$ cat src/ctm_defs.svh
// constants for the instruction cycle timing sequencer
// assumes a 25 MHz core clock and one e-cycle of four core clocks
//
// Operation
// - 8-bit accumulator memory ops: 2 imm, 3 dir, 4 idx, 4 ext
// - double add: 4 imm, 5 dir, 6 idx and ext
// - double load: 3 imm, 4 dir, 5 idx or ext
// - double store: no immediate form; 4 dir, 5 idx or ext
// - read-modify-write: 6 idx or ext; accumulator inherent form 2
// - every conditional branch and branch-always take 3, taken or not
// - relative branch to subroutine takes 6
// - jump to subroutine 5 dir, 6 idx or ext; plain jump 3
// - unsigned 8x8 multiply is inherent, 10 cycles
// - software interrupt with stacking and vector fetch takes 12
// - return from interrupt 10, return from subroutine 5
// - wait-for-interrupt spends 9 before idling
// - push accumulator 3, pull 4; push index 4, pull 5
// - add b to index, index or stack inc/dec: 3 each
// - double logical shifts left and right: 3, inherent
// - overflow flag at bit 1 set on two's complement overflow
// - zero flag at bit 2 set on zero result; equal branches test it
// - program counter loaded from vector of the causing condition
// - one e-cycle lasts four input clock periods
`ifndef CTM_DEFS_SVH
`define CTM_DEFS_SVH

`define CTM_E_DIV 4
`define CTM_RESET_VEC 16'hFFFE
`define CTM_SOFTI_VEC 16'hFFFA
`define CTM_IRQ_VEC 16'hFFF8
`define CTM_V_BIT 1
`define CTM_Z_BIT 2
`define CTM_CYC_VEC 4'h2
`define CTM_CYC_ALU8_IMM 4'h2
`define CTM_CYC_ALU8_DIR 4'h3
`define CTM_CYC_ALU8_IDX 4'h4
`define CTM_CYC_ADD16_IMM 4'h4
`define CTM_CYC_ADD16_DIR 4'h5
`define CTM_CYC_ADD16_IDX 4'h6
`define CTM_CYC_LD16_IMM 4'h3
`define CTM_CYC_LD16_DIR 4'h4
`define CTM_CYC_LD16_IDX 4'h5
`define CTM_CYC_ST16_DIR 4'h4
`define CTM_CYC_ST16_IDX 4'h5
`define CTM_CYC_RMW_MEM 4'h6
`define CTM_CYC_RMW_INH 4'h2
`define CTM_CYC_BRANCH 4'h3
`define CTM_CYC_BSUB 4'h6
`define CTM_CYC_JSUB_DIR 4'h5
`define CTM_CYC_JSUB_IDX 4'h6
`define CTM_CYC_JUMP 4'h3
`define CTM_CYC_MULT 4'hA
`define CTM_CYC_SOFTI 4'hC
`define CTM_CYC_RETI 4'hA
`define CTM_CYC_RTS 4'h5
`define CTM_CYC_WAITI 4'h9
`define CTM_CYC_PUSH_ACC 4'h3
`define CTM_CYC_PULL_ACC 4'h4
`define CTM_CYC_PUSH_IDX 4'h4
`define CTM_CYC_PULL_IDX 4'h5
`define CTM_CYC_IDX_ARITH 4'h3
`define CTM_CYC_DSHIFT 4'h3

`endif

$ cat src/ctm_pkg.sv
// types for the instruction cycle timing sequencer
// assumes the opcode decoder upstream has already sorted opcodes by class
package ctm_pkg;

   typedef enum logic [4:0] {
      OP_ALU8, OP_DOUBLE_ADD, OP_DOUBLE_LOAD, OP_DOUBLE_STORE,
      OP_ARITH_SHIFT_LEFT, OP_BRANCH_ALWAYS, OP_BRANCH_IF_EQUAL,
      OP_BRANCH_IF_NOT_EQUAL, OP_BRANCH_TO_SUBROUTINE,
      OP_JUMP_TO_SUBROUTINE, OP_JUMP, OP_MULTIPLY, OP_SOFTWARE_INTERRUPT,
      OP_RETURN_FROM_INTERRUPT, OP_RETURN_FROM_SUBROUTINE,
      OP_WAIT_FOR_INTERRUPT, OP_PUSH_ACCUMULATOR, OP_PULL_ACCUMULATOR,
      OP_PUSH_INDEX, OP_PULL_INDEX, OP_ADD_B_TO_INDEX, OP_INDEX_STEP,
      OP_DOUBLE_SHIFT_LEFT, OP_DOUBLE_SHIFT_RIGHT
   } ctm_op_e;

   typedef enum logic [2:0] {
      MODE_IMM, MODE_DIR, MODE_IDX, MODE_EXT, MODE_INH, MODE_REL
   } ctm_mode_e;

   typedef enum logic [2:0] {
      ST_RST, ST_IDLE, ST_EXEC, ST_WAIT, ST_VEC_HI, ST_VEC_LO
   } ctm_state_e;

   typedef enum logic [1:0] {VK_RESET, VK_SOFT, VK_IRQ} ctm_vec_kind_e;

   typedef struct packed {
      ctm_op_e op;
      ctm_mode_e mode;
   } ctm_req_s;

   typedef struct packed {
      logic upd;
      logic wide;
      logic ovf;
      logic [15:0] res;
   } ctm_alu_s;

   typedef struct packed {
      logic rd;
      logic [15:0] addr;
   } ctm_bus_s;

endpackage : ctm_pkg

$ cat src/ctm_core.sv
// instruction cycle timing sequencer: holds each instruction for its
// e-cycle count, fetches vectors into the program counter
// assumes a same-clock decoder issues req_valid only while ready_q is high;
// memory answers a read within one core clock of the address settling
`timescale 1ns/100ps
`default_nettype none
`include "ctm_defs.svh"
module ctm_core
   import ctm_pkg::*;
(
   input wire logic core_clk,
   input wire logic reset,
   input wire logic req_valid,
   input wire ctm_req_s req,
   input wire ctm_alu_s alu,
   input wire logic irq_n,
   input wire logic [7:0] mem_rdata,
   output logic ready_q,
   output logic done_q,
   output logic bad_mode_q,
   output logic branch_taken_q,
   output logic wait_idle_q,
   output logic [15:0] pc_q,
   output ctm_bus_s bus_q,
   output logic e_clk_q,
   output logic [7:0] ccr_q
);

   ////////////////////////////////////////////////////////////////////////
   // cycle table

   function automatic logic [3:0] ctm_cycles(input ctm_op_e op,
                                             input ctm_mode_e md);
      logic [3:0] n;
      n = 4'h0;
      case (op)
         OP_ALU8: begin
            case (md)
               MODE_IMM: n = `CTM_CYC_ALU8_IMM;
               MODE_DIR: n = `CTM_CYC_ALU8_DIR;
               MODE_IDX, MODE_EXT: n = `CTM_CYC_ALU8_IDX;
               default: n = 4'h0;
            endcase
         end
         OP_DOUBLE_ADD: begin
            case (md)
               MODE_IMM: n = `CTM_CYC_ADD16_IMM;
               MODE_DIR: n = `CTM_CYC_ADD16_DIR;
               MODE_IDX, MODE_EXT: n = `CTM_CYC_ADD16_IDX;
               default: n = 4'h0;
            endcase
         end
         OP_DOUBLE_LOAD: begin
            case (md)
               MODE_IMM: n = `CTM_CYC_LD16_IMM;
               MODE_DIR: n = `CTM_CYC_LD16_DIR;
               MODE_IDX, MODE_EXT: n = `CTM_CYC_LD16_IDX;
               default: n = 4'h0;
            endcase
         end
         OP_DOUBLE_STORE: begin
            case (md)
               MODE_DIR: n = `CTM_CYC_ST16_DIR;
               MODE_IDX, MODE_EXT: n = `CTM_CYC_ST16_IDX;
               default: n = 4'h0;
            endcase
         end
         OP_ARITH_SHIFT_LEFT: begin
            case (md)
               MODE_IDX, MODE_EXT: n = `CTM_CYC_RMW_MEM;
               MODE_INH: n = `CTM_CYC_RMW_INH;
               default: n = 4'h0;
            endcase
         end
         OP_BRANCH_ALWAYS, OP_BRANCH_IF_EQUAL, OP_BRANCH_IF_NOT_EQUAL: begin
            n = (md == MODE_REL) ? `CTM_CYC_BRANCH : 4'h0;
         end
         OP_BRANCH_TO_SUBROUTINE: begin
            n = (md == MODE_REL) ? `CTM_CYC_BSUB : 4'h0;
         end
         OP_JUMP_TO_SUBROUTINE: begin
            case (md)
               MODE_DIR: n = `CTM_CYC_JSUB_DIR;
               MODE_IDX, MODE_EXT: n = `CTM_CYC_JSUB_IDX;
               default: n = 4'h0;
            endcase
         end
         OP_JUMP: begin
            n = (md == MODE_IDX || md == MODE_EXT) ? `CTM_CYC_JUMP : 4'h0;
         end
         OP_MULTIPLY: n = (md == MODE_INH) ? `CTM_CYC_MULT : 4'h0;
         OP_SOFTWARE_INTERRUPT: n = (md == MODE_INH) ? `CTM_CYC_SOFTI : 4'h0;
         OP_RETURN_FROM_INTERRUPT: n = (md == MODE_INH) ? `CTM_CYC_RETI : 4'h0;
         OP_RETURN_FROM_SUBROUTINE: n = (md == MODE_INH) ? `CTM_CYC_RTS : 4'h0;
         OP_WAIT_FOR_INTERRUPT: n = (md == MODE_INH) ? `CTM_CYC_WAITI : 4'h0;
         OP_PUSH_ACCUMULATOR: n = (md == MODE_INH) ? `CTM_CYC_PUSH_ACC : 4'h0;
         OP_PULL_ACCUMULATOR: n = (md == MODE_INH) ? `CTM_CYC_PULL_ACC : 4'h0;
         OP_PUSH_INDEX: n = (md == MODE_INH) ? `CTM_CYC_PUSH_IDX : 4'h0;
         OP_PULL_INDEX: n = (md == MODE_INH) ? `CTM_CYC_PULL_IDX : 4'h0;
         OP_ADD_B_TO_INDEX, OP_INDEX_STEP: begin
            n = (md == MODE_INH) ? `CTM_CYC_IDX_ARITH : 4'h0;
         end
         OP_DOUBLE_SHIFT_LEFT, OP_DOUBLE_SHIFT_RIGHT: begin
            n = (md == MODE_INH) ? `CTM_CYC_DSHIFT : 4'h0;
         end
         default: n = 4'h0;
      endcase
      return n;
   endfunction : ctm_cycles

   ////////////////////////////////////////////////////////////////////////
   // divider, flags, pin synchronisers

   logic e_tick;
   logic irq_n_s1_q;
   logic irq_n_s2_q;
   logic [7:0] rdata_s1_q;
   logic [7:0] rdata_s2_q;

   ctm_ediv u_ediv (
      .core_clk(core_clk),
      .reset(reset),
      .e_tick_q(e_tick),
      .e_clk_q(e_clk_q)
   );

   ctm_flags u_flags (
      .core_clk(core_clk),
      .reset(reset),
      .alu(alu),
      .ccr_q(ccr_q)
   );

   // both come from pins, so two flops before use
   always_ff @(posedge core_clk) begin
      if (reset) begin
         irq_n_s1_q <= 1'b1;
         irq_n_s2_q <= 1'b1;
         rdata_s1_q <= 8'h00;
         rdata_s2_q <= 8'h00;
      end else begin
         irq_n_s1_q <= irq_n;
         irq_n_s2_q <= irq_n_s1_q;
         rdata_s1_q <= mem_rdata;
         rdata_s2_q <= rdata_s1_q;
      end
   end

   ////////////////////////////////////////////////////////////////////////
   // decode of the request and of the running op

   wire logic irq_req = ~irq_n_s2_q;
   wire logic [3:0] req_cyc = ctm_cycles(req.op, req.mode);
   wire logic req_take = req_valid & ready_q;
   wire logic req_soft = (req.op == OP_SOFTWARE_INTERRUPT);
   // the last two e-cycles of a software interrupt are the vector fetch
   wire logic [3:0] req_tgt = req_soft ? (req_cyc - `CTM_CYC_VEC) : req_cyc;

   ctm_state_e state_q;
   ctm_state_e state_d;
   ctm_op_e op_q;
   ctm_op_e op_d;
   ctm_vec_kind_e vk_q;
   ctm_vec_kind_e vk_d;
   logic [3:0] cnt_q;
   logic [3:0] cnt_d;
   logic [3:0] tgt_q;
   logic [3:0] tgt_d;
   logic pend_q;
   logic pend_d;
   logic svc_q;
   logic svc_d;
   logic [7:0] hi_q;
   logic [7:0] hi_d;
   logic ready_d;
   logic done_d;
   logic bad_d;
   logic taken_d;
   logic wait_d;
   logic [15:0] pc_d;
   ctm_bus_s bus_d;

   wire logic zero_flag = ccr_q[`CTM_Z_BIT];
   wire logic last_cyc = (cnt_q == tgt_q);
   wire logic op_is_soft = (op_q == OP_SOFTWARE_INTERRUPT);
   wire logic branch_hit = (op_q == OP_BRANCH_ALWAYS) |
                           ((op_q == OP_BRANCH_IF_EQUAL) & zero_flag) |
                           ((op_q == OP_BRANCH_IF_NOT_EQUAL) & ~zero_flag);

   wire logic [15:0] vec_addr = (state_q == ST_RST) ? `CTM_RESET_VEC :
                                (state_q == ST_EXEC && !svc_q) ?
                                `CTM_SOFTI_VEC : `CTM_IRQ_VEC;

   ////////////////////////////////////////////////////////////////////////
   // next state

   always_comb begin
      state_d = state_q;
      op_d = op_q;
      vk_d = vk_q;
      cnt_d = cnt_q;
      tgt_d = tgt_q;
      pend_d = pend_q;
      svc_d = svc_q;
      hi_d = hi_q;
      ready_d = ready_q;
      done_d = 1'b0;
      bad_d = 1'b0;
      taken_d = 1'b0;
      wait_d = wait_idle_q;
      pc_d = pc_q;
      bus_d = bus_q;

      // a request with no table entry is refused at once
      if (req_take) begin
         if (req_cyc == 4'h0) begin
            bad_d = 1'b1;
         end else begin
            pend_d = 1'b1;
            ready_d = 1'b0;
            op_d = req.op;
            tgt_d = req_tgt;
         end
      end

      if (e_tick) begin
         case (state_q)
            ST_RST: begin
               vk_d = VK_RESET;
               state_d = ST_VEC_HI;
            end
            ST_IDLE: begin
               if (pend_q) begin
                  pend_d = 1'b0;
                  cnt_d = 4'h1;
                  state_d = ST_EXEC;
               end else if (irq_req && !req_take) begin
                  // hardware interrupt: stack like a software one
                  svc_d = 1'b1;
                  ready_d = 1'b0;
                  op_d = OP_SOFTWARE_INTERRUPT;
                  tgt_d = `CTM_CYC_SOFTI - `CTM_CYC_VEC;
                  cnt_d = 4'h1;
                  state_d = ST_EXEC;
               end
            end
            ST_EXEC: begin
               if (!last_cyc) begin
                  cnt_d = cnt_q + 4'h1;
               end else if (op_is_soft) begin
                  vk_d = svc_q ? VK_IRQ : VK_SOFT;
                  state_d = ST_VEC_HI;
               end else if (op_q == OP_WAIT_FOR_INTERRUPT) begin
                  done_d = 1'b1;
                  wait_d = 1'b1;
                  state_d = ST_WAIT;
               end else begin
                  taken_d = branch_hit;
                  done_d = 1'b1;
                  ready_d = 1'b1;
                  state_d = ST_IDLE;
               end
            end
            ST_WAIT: begin
               // stacking was done before idling, so go straight to vector
               if (irq_req) begin
                  wait_d = 1'b0;
                  vk_d = VK_IRQ;
                  state_d = ST_VEC_HI;
               end
            end
            ST_VEC_HI: begin
               hi_d = rdata_s2_q;
               bus_d.addr = bus_q.addr + 16'h0001;
               state_d = ST_VEC_LO;
            end
            ST_VEC_LO: begin
               pc_d = {hi_q, rdata_s2_q};
               bus_d.rd = 1'b0;
               done_d = (vk_q == VK_SOFT);
               svc_d = 1'b0;
               ready_d = 1'b1;
               state_d = ST_IDLE;
            end
            default: state_d = ST_RST;
         endcase
      end

      // the read address goes out at the start of the fetch e-cycle
      if (e_tick && state_d == ST_VEC_HI && state_q != ST_VEC_HI) begin
         bus_d.addr = vec_addr;
         bus_d.rd = 1'b1;
      end
   end

   ////////////////////////////////////////////////////////////////////////
   // state registers

   always_ff @(posedge core_clk) begin
      if (reset) begin
         state_q <= ST_RST;
         op_q <= OP_ALU8;
         vk_q <= VK_RESET;
         cnt_q <= 4'h0;
         tgt_q <= 4'h0;
         pend_q <= 1'b0;
         svc_q <= 1'b0;
         hi_q <= 8'h00;
      end else begin
         state_q <= state_d;
         op_q <= op_d;
         vk_q <= vk_d;
         cnt_q <= cnt_d;
         tgt_q <= tgt_d;
         pend_q <= pend_d;
         svc_q <= svc_d;
         hi_q <= hi_d;
      end
   end

   always_ff @(posedge core_clk) begin
      if (reset) begin
         ready_q <= 1'b0;
         done_q <= 1'b0;
         bad_mode_q <= 1'b0;
         branch_taken_q <= 1'b0;
         wait_idle_q <= 1'b0;
         pc_q <= 16'h0000;
         bus_q <= '0;
      end else begin
         ready_q <= ready_d;
         done_q <= done_d;
         bad_mode_q <= bad_d;
         branch_taken_q <= taken_d;
         wait_idle_q <= wait_d;
         pc_q <= pc_d;
         bus_q <= bus_d;
      end
   end

endmodule : ctm_core
`default_nettype wire

$ cat src/ctm_ediv.sv
// e-cycle divider: one e_tick per four core clocks, plus the e pin level
// assumes core_clk is the crystal-rate input clock
`timescale 1ns/100ps
`default_nettype none
`include "ctm_defs.svh"
module ctm_ediv
   import ctm_pkg::*;
(
   input wire logic core_clk,
   input wire logic reset,
   output logic e_tick_q,
   output logic e_clk_q
);
   logic [1:0] ph_q;
   wire logic [1:0] ph_last = 2'(`CTM_E_DIV - 1);

   always_ff @(posedge core_clk) begin
      if (reset) begin
         ph_q <= 2'h0;
         e_tick_q <= 1'b0;
         e_clk_q <= 1'b0;
      end else begin
         ph_q <= ph_q + 2'h1;
         e_tick_q <= (ph_q == ph_last - 2'h1);
         // high two clocks, falls right after the e_tick cycle
         e_clk_q <= (ph_q == 2'h1) | (ph_q == 2'h2);
      end
   end
endmodule : ctm_ediv
`default_nettype wire

$ cat src/ctm_flags.sv
// condition code register: overflow and zero flags from the alu result
// assumes alu results arrive from logic on the same clock
`timescale 1ns/100ps
`default_nettype none
`include "ctm_defs.svh"
module ctm_flags
   import ctm_pkg::*;
(
   input wire logic core_clk,
   input wire logic reset,
   input wire ctm_alu_s alu,
   output logic [7:0] ccr_q
);
   // a byte op only looks at the low byte for zero
   wire logic res_zero = alu.wide ? (alu.res == 16'h0000)
                                  : (alu.res[7:0] == 8'h00);

   always_ff @(posedge core_clk) begin
      if (reset) begin
         ccr_q <= 8'h00;
      end else if (alu.upd) begin
         ccr_q[`CTM_V_BIT] <= alu.ovf;
         ccr_q[`CTM_Z_BIT] <= res_zero;
      end
   end
endmodule : ctm_flags
`default_nettype wire

$ cat config.mk
export PLATFORM = sky130hd
export DESIGN_NAME = ctm_core
export DESIGN_NICKNAME = d
export VERILOG_FILES = /design/src/ctm_pkg.sv /design/src/ctm_core.sv /design/src/ctm_ediv.sv /design/src/ctm_flags.sv
export VERILOG_INCLUDE_DIRS = /design/src /design/src/src
export SDC_FILE = /design/constraint.sdc
export NUM_CORES = 1
export LEC_CHECK = 0
export BUFFER_PORTS_ARGS = -buffer_cell sky130_fd_sc_hd__buf_4
export CAP_MARGIN = 20
export CORE_MARGIN = 2
export CORE_UTILIZATION = 45
export CTS_CLUSTER_SIZE = 28
export DETAILED_ROUTE_END_ITERATION = 10
export GPL_ROUTABILITY_DRIVEN = 0
export PLACE_DENSITY = 0.68
export SKIP_CTS_REPAIR_TIMING = 1
export SLEW_MARGIN = 20
export SYNTH_ARGS = -nofsm -noshare
export SYNTH_HDL_FRONTEND = slang
export SYNTH_SLANG_ARGS = --single-unit
$ cat constraint.sdc
create_clock -name core_clk -period 2.2 [get_ports core_clk]
set_input_delay 0.11 -clock core_clk [delete_from_list [all_inputs] [get_ports core_clk]]
set_output_delay 0.11 -clock core_clk [all_outputs]
set_load 0.01 [all_outputs]
After elaboration in Yosys (flattened, before gate mapping)
Cells that the tools add are included.

Memories kept: 0. ROM bits: 0. Register bits after elaboration: 90. Word-level logic and storage cells: 209. RAM bits: 0. Bits of input ports: 39. Bits in latches: 0. Output and inout port bits: 47.

Multiply operators: 0. Add/subtract/negate cells: 4. Div/mod/pow operators: 0. Muxes and demuxes: 79. Reductions and logical operators: 37. Bitwise operators: 12. Shift-type cells: 0. Magnitude comparators: 0. Equality and inequality tests: 53.

Operators by type and width (count): one-hot mux 4 bit (15 select lines) (1); two-way mux 4 bit (13); equality test 5 x 4 -> 1 bit, second input constant (10); equality test 5 bit, second input constant (8); equality test 5 x 3 -> 1 bit, second input constant (7); two-way mux 17 bit (2); two-way mux 3 bit (10); two-way mux 5 bit (6); one-hot mux 3 bit (3 select lines) (3); two-way mux 1 bit (24); two-way mux 2 bit (9); one-hot mux 3 bit (2 select lines) (3); one-hot mux 3 bit (6 select lines) (1); adder 16 x 1 -> 16 bit, second input constant (1); zero test 16 bit (1); two-way mux 16 bit (1); equality test 3 bit, second input constant (5); != test 2 bit, second input constant (7); equality test 3 x 2 -> 1 bit, second input constant (4); nonzero test 2 bit (6); OR reduction 2 bit (6); equality test 5 x 2 -> 1 bit, second input constant (2); zero test 8 bit (1); one-hot mux 4 bit (2 select lines) (1); other kinds (30) (53).

Depth between registers and ports, before layout
Depth after elaboration: 12. Depth in mapped cells: 11. Gate-level depth less buffers: 9.

Hierarchy
From an unflattened synthesis, not the netlist that was laid out.

Cells, all modules: 476. Area total of the unflattened synthesis: 4007.6 sq um.

Modules (own cells, without submodules): ctm_core (area an instance 3754.9 sq um, seq. area each 1681.6 sq um, cells an instance 448, instances 1); ctm_flags (area an instance 162.7 sq um, seq. area each 40.0 sq um, cells an instance 20, instances 1); ctm_ediv (area an instance 90.1 sq um, seq. area each 60.1 sq um, cells an instance 8, instances 1).

Worst setup path after synthesis
No wires, ideal clock.

Kind: flip-flop to flip-flop. From: reg cnt_q[3]. To: reg bus_q[2] (netlist name). Library setup time: 129 ps. Cell stages (with the launch flop): 8. Clock period less this slack: 1881 ps. Arrival: 1752 ps. Slack: 319 ps. Buffers on the path: 1. Required time: 2071 ps. Path through: dfxtp_1 -> xor2_1 -> o41ai_2 -> nand2_2 -> or3_4 -> buf_2 -> a31oi_1 -> o32ai_1.

Cells in the longest elaborated chain, start to end: 9. Elaborated cells on any way between the ends: 11. Classes of those cells: eq/ne (2); mux (4); reduce/logical (5).

RTL lines: from (decl) (RTL line ctm_core.sv:165) `logic [3:0] cnt_q;`; from (signal assigned) (RTL line ctm_core.sv:313) `cnt_q <= cnt_d;`; equality test 4 bit * (RTL line ctm_core.sv:184) `wire logic last_cyc = (cnt_q == tgt_q);`; two-way mux 3 bit * (RTL line ctm_core.sv:248) `if (!last_cyc) begin`; one-hot mux 3 bit (6 select lines) * (RTL line ctm_core.sv:227) `case (state_q)`; two-way mux 3 bit * (RTL line ctm_core.sv:226) `if (e_tick) begin`; equality test 3 bit * (RTL line ctm_core.sv:290) `if (e_tick && state_d == ST_VEC_HI && state_q != ST_VEC_HI) begin`; logical AND 1 bit * (2 in a row) (RTL line ctm_core.sv:290); nonzero test 2 bit (no source line); AND reduction 2 bit (no source line); to (signal assigned) (RTL line ctm_core.sv:337) `bus_q <= bus_d;`; to (decl) (RTL line ctm_core.sv:24) `output ctm_bus_s bus_q,`.

Mark *: on every way between the ends. The rest lies on a longest branch, timed or not. A chain may end at the register's enable or synchronous reset.

Worst setup path after layout
From: reg cnt_q[3]. To: reg vk_q[0].

Cells in the longest elaborated chain, start to end: 3.

RTL lines: equality test 4 bit (RTL line ctm_core.sv:184); != test 2 bit (no source line); AND reduction 5 bit (no source line); to (signal assigned) (RTL line ctm_core.sv:312) `vk_q <= vk_d;`; to (decl) (RTL line ctm_core.sv:163) `ctm_vec_kind_e vk_q;`.

No other way between the ends.

==> results.py <==
metrics = {
    "floorplanning": {
        "initial_core_util": 0.468,
        "fp-row-count": 34,
        "die_w_um": 99.7,
        "core_area_um2": 8810,
        "die_y_um": 99.7,
        "ios": 86,
        "dieArea_um2": 9930,
    },
    "clock_network": {
        "path_clk_slew_ps": 100,
        "clock_path_buffers": 2,
        "cts_tree": "built",
        "root_buffer": "clkbuf_8",
        "clk_latency_ps": 360,
        "clock-sinks": 89,
        "htree_levels": 3,
        "numCtsBuffers": 9,
    },
    "critical_path": {
        "cp.arrival_ps": 2370,
        "crit_family": "simple AND/OR/NAND/NOR gates",
        "startpoint_type": "flip-flop",
        "crit_fanout": 15,
        "r2r_end": "vk_q[0]",
        "path_class": "flip-flop to flip-flop",
        "r2r-start": "cnt_q[3]",
        "max_stage_delay_ps": 440,
        "worstPathCellList": "xor2_1 > o41ai_2 > nand2_2 > or3_4 > or3_1 > a21oi_1",
        "slowest_stage": "or3_4",
        "required_ps": 2500,
        "ff2ff_path_depth": 6,
        "crit_buf_inv": 0,
        "r2r_slack_ps": 130,
        "end_kind": "flip-flop",
    },
    "timing": {
        "period_minus_slack_ps": 2070,
        "worst_hold_slack_ps": -9.33,
        "tightestPinTransition_ps": 780,
        "rsz0062_at_grt": "no",
        "finalHoldViolCount": 1,
        "clock-skew-final_ps": 11.4,
        "setup_violations": 0,
        "fmax_mhz": 483,
        "slew_viol_final": 0,
        "final.setup.tns_ps": 0,
        "post-route-period-util": 0.941,
        "timing.slew.headroom": 0.473,
    },
    "synth": {
        "syn-cell-area_um2": 4120,
        "synth_seq_area_share": 0.433,
        "ys_types": 60,
        "synth_commonest_cells": "dfxtp_1 (89), nand2_1 (88), a21oi_1 (53)",
        "synthArstFlopShare": 0,
        "synth_most_common_cell": "dfxtp_1",
        "postSynthAreaPerCell_um2": 8.41,
        "synth-edff-count": 0,
        "synth_seq_cells": 89,
        "netlist.area_leader.share": 0.433,
        "netlist_instances": 490,
        "ys.flop_type": "dfxtp_1",
        "synth_area_leaders": "dfxtp_1 (43%), nand2_1 (8.0%), a21oi_1 (6.4%), nor2b_1 (4.1%), xor2_1 (3.2%)",
        "yosysTopAreaCell": "dfxtp_1",
        "synth-warning-count": 0,
    },
    "routing": {
        "wl_per_cell_um": 13.1,
        "drt_wl_total_mm": 8.96,
        "dr_total_vias": 3631,
        "dr.pass1.iters": 5,
        "remaining_drc_errors": 0,
        "viasPerCell": 5.32,
        "ant_nets": 0,
        "dr.first_iter.drc_count": 141,
    },
    "power": {
        "clkPwrFrac": 0.361,
        "p_comb_frac": 0.095,
        "seqPwrFrac": 0.544,
        "irDropWorstVdd_uv": 391,
        "p_leak_nw": 1.97,
        "netSwitchingPower_w": 0.000839,
        "p_int_w": 0.00225,
        "power_density_nw_per_um2": 613,
        "swShare": 0.272,
    },
    "placed_design": {
        "io_buffer_count": 79,
        "dpl.hpwl_mm": 6.27,
        "dp_cells": 658,
        "dpl_cell_area_um2": 4750,
    },
    "final_layout": {
        "antenna_cells": 0,
        "fin_area_um2": 5040,
        "finalNonFillerCells": 683,
        "layout.nets": 613,
        "fin_util": 0.573,
        "area_delta_synth_final_pct": 22.4,
        "drive_gt1_frac": 0.223,
    },
    "outcome": {
        "outcome": "complete, but fails checks",
        "violations": "hold timing",
    },
    "flow_run": {
        "cap_violations": 0,
    },
    "global_route": {
        "antenna_found_initial": 0,
        "grt_pass1_vias": 3379,
        "grt_usage": 0.183,
        "grt_start_max_net_pins": 58,
        "grt_overflow": 0,
        "grt_pass1_wl_mm": 15.1,
    },
    "hold_path": {
        "hold_path_class": "input pin to flip-flop",
        "min_to": "u_flags.ccr_q[1]",
        "holdCritStartpoint": "alu[16]",
        "holdPathStages": 3,
    },
}
worst max-delay path by stage:
stage,startpoint,endpoint,slack [ps],depth (start not counted)
CTS,cnt_q[3],vk_q[0],120,6
floorplan,cnt_q[3],bus_q[2],320,7
global placement,cnt_q[3],vk_q[0],170,6
global route,cnt_q[3],bus_q[2],9,6
finish,cnt_q[3],vk_q[0],130,6
detailed placement,cnt_q[3],vk_q[0],160,6
power by group through the flow:
stage	Sequential (W)	Clock, W	Combinational (W)
final	0.00168	0.00112	0.000293
after global routing	0.00169	0.00123	0.000323
after CTS	0.00168	0.00115	0.000281
after detailed placement	0.00172	0	0.000279
after global placement	0.00172	0	0.000275
after floorplan	0.00172	0	0.000178
layout make-up:
class	count	area [um2]
Multi-Input combinational cell	359	2100
Sequential cell	89	1780
Inverter	10	37.5
Fill cell	804	3760
Clock inverter	7	78.8
Clock buffer	9	124
Tap cell	108	135
Timing Repair Buffer	101	781
cells in the final DEF, fill, tap and decap left out, drive strengths merged, types with 4 or more instances in the layout:
master and instances:
clkbuf 9, o21ai 10, inv 15, nor2b 27, and2 4, nor4 7
a21oi 53, ha 4, dfxtp 89, nand4b 4, nor2 26, xor2 15
or2 5, nand3 11, nor3 11, buf 92, mux2i 10, nand2 89
nand4 7, dlygate4sd3 9, xnor2 6, conb 6, a31oi 7, and3 8
layer usage:
metal	GRT usage	share of wire	up-vias
met2	0.289	0.47	104
met5	0	0	-
met3	0.0337	0.047	10
met4	0.0811	0.012	0
li1	-	-	1837
met1	0.246	0.47	1680
sequential cells by signal (all words and copies together) (netlist names):
| signal | flops |
|---|---|
| irq_n_s2_q | 1 |
| hi_q | 8 |
| rdata_s2_q | 8 |
| done_q | 1 |
| op_q | 5 |
| u_ediv.e_tick_q | 1 |
| svc_q | 1 |
| pend_q | 1 |
| ready_q | 1 |
| tgt_q | 4 |
| vk_q | 2 |
| u_flags.ccr_q | 2 |
| state_q | 3 |
| wait_idle_q | 1 |
| pc_q | 16 |
| branch_taken_q | 1 |
| rdata_s1_q | 8 |
| bus_q | 17 |
| bad_mode_q | 1 |
| u_ediv.ph_q | 2 |
| irq_n_s1_q | 1 |
| cnt_q | 4 |
worst reg2reg max path: cells and delay by family (launching register included):
| kind | cells | cell delay, ps |
|---|---|---|
| xor+xnor | 1 | 190 |
| flops | 1 | 340 |
| simple gates | 3 | 920 |
| compound gates | 2 | 570 |
per-stage QoR:
| step | setup WS (ps) | power (W) |
|---|---|---|
| floorplan | 319 | 0.00189 |
| global placement | 167 | 0.00199 |
| detailed placement | 156 | 0.00200 |
| CTS | 121 | 0.00311 |
| global route | 8.68 | 0.00324 |
| finish | 130 | 0.00309 |
logic make-up after synthesis:
family,Yosys count,share of synthesized area
xor+xnor,21,0.0447
fa+ha+maj,4,0.0122
buf+inv,47,0.0611
mux,11,0.0270
flops,89,0.433
simple gates,215,0.261
compound gates,102,0.161
other cells,1,0.000910
Note: power is estimated with default switching activity, not from simulation.
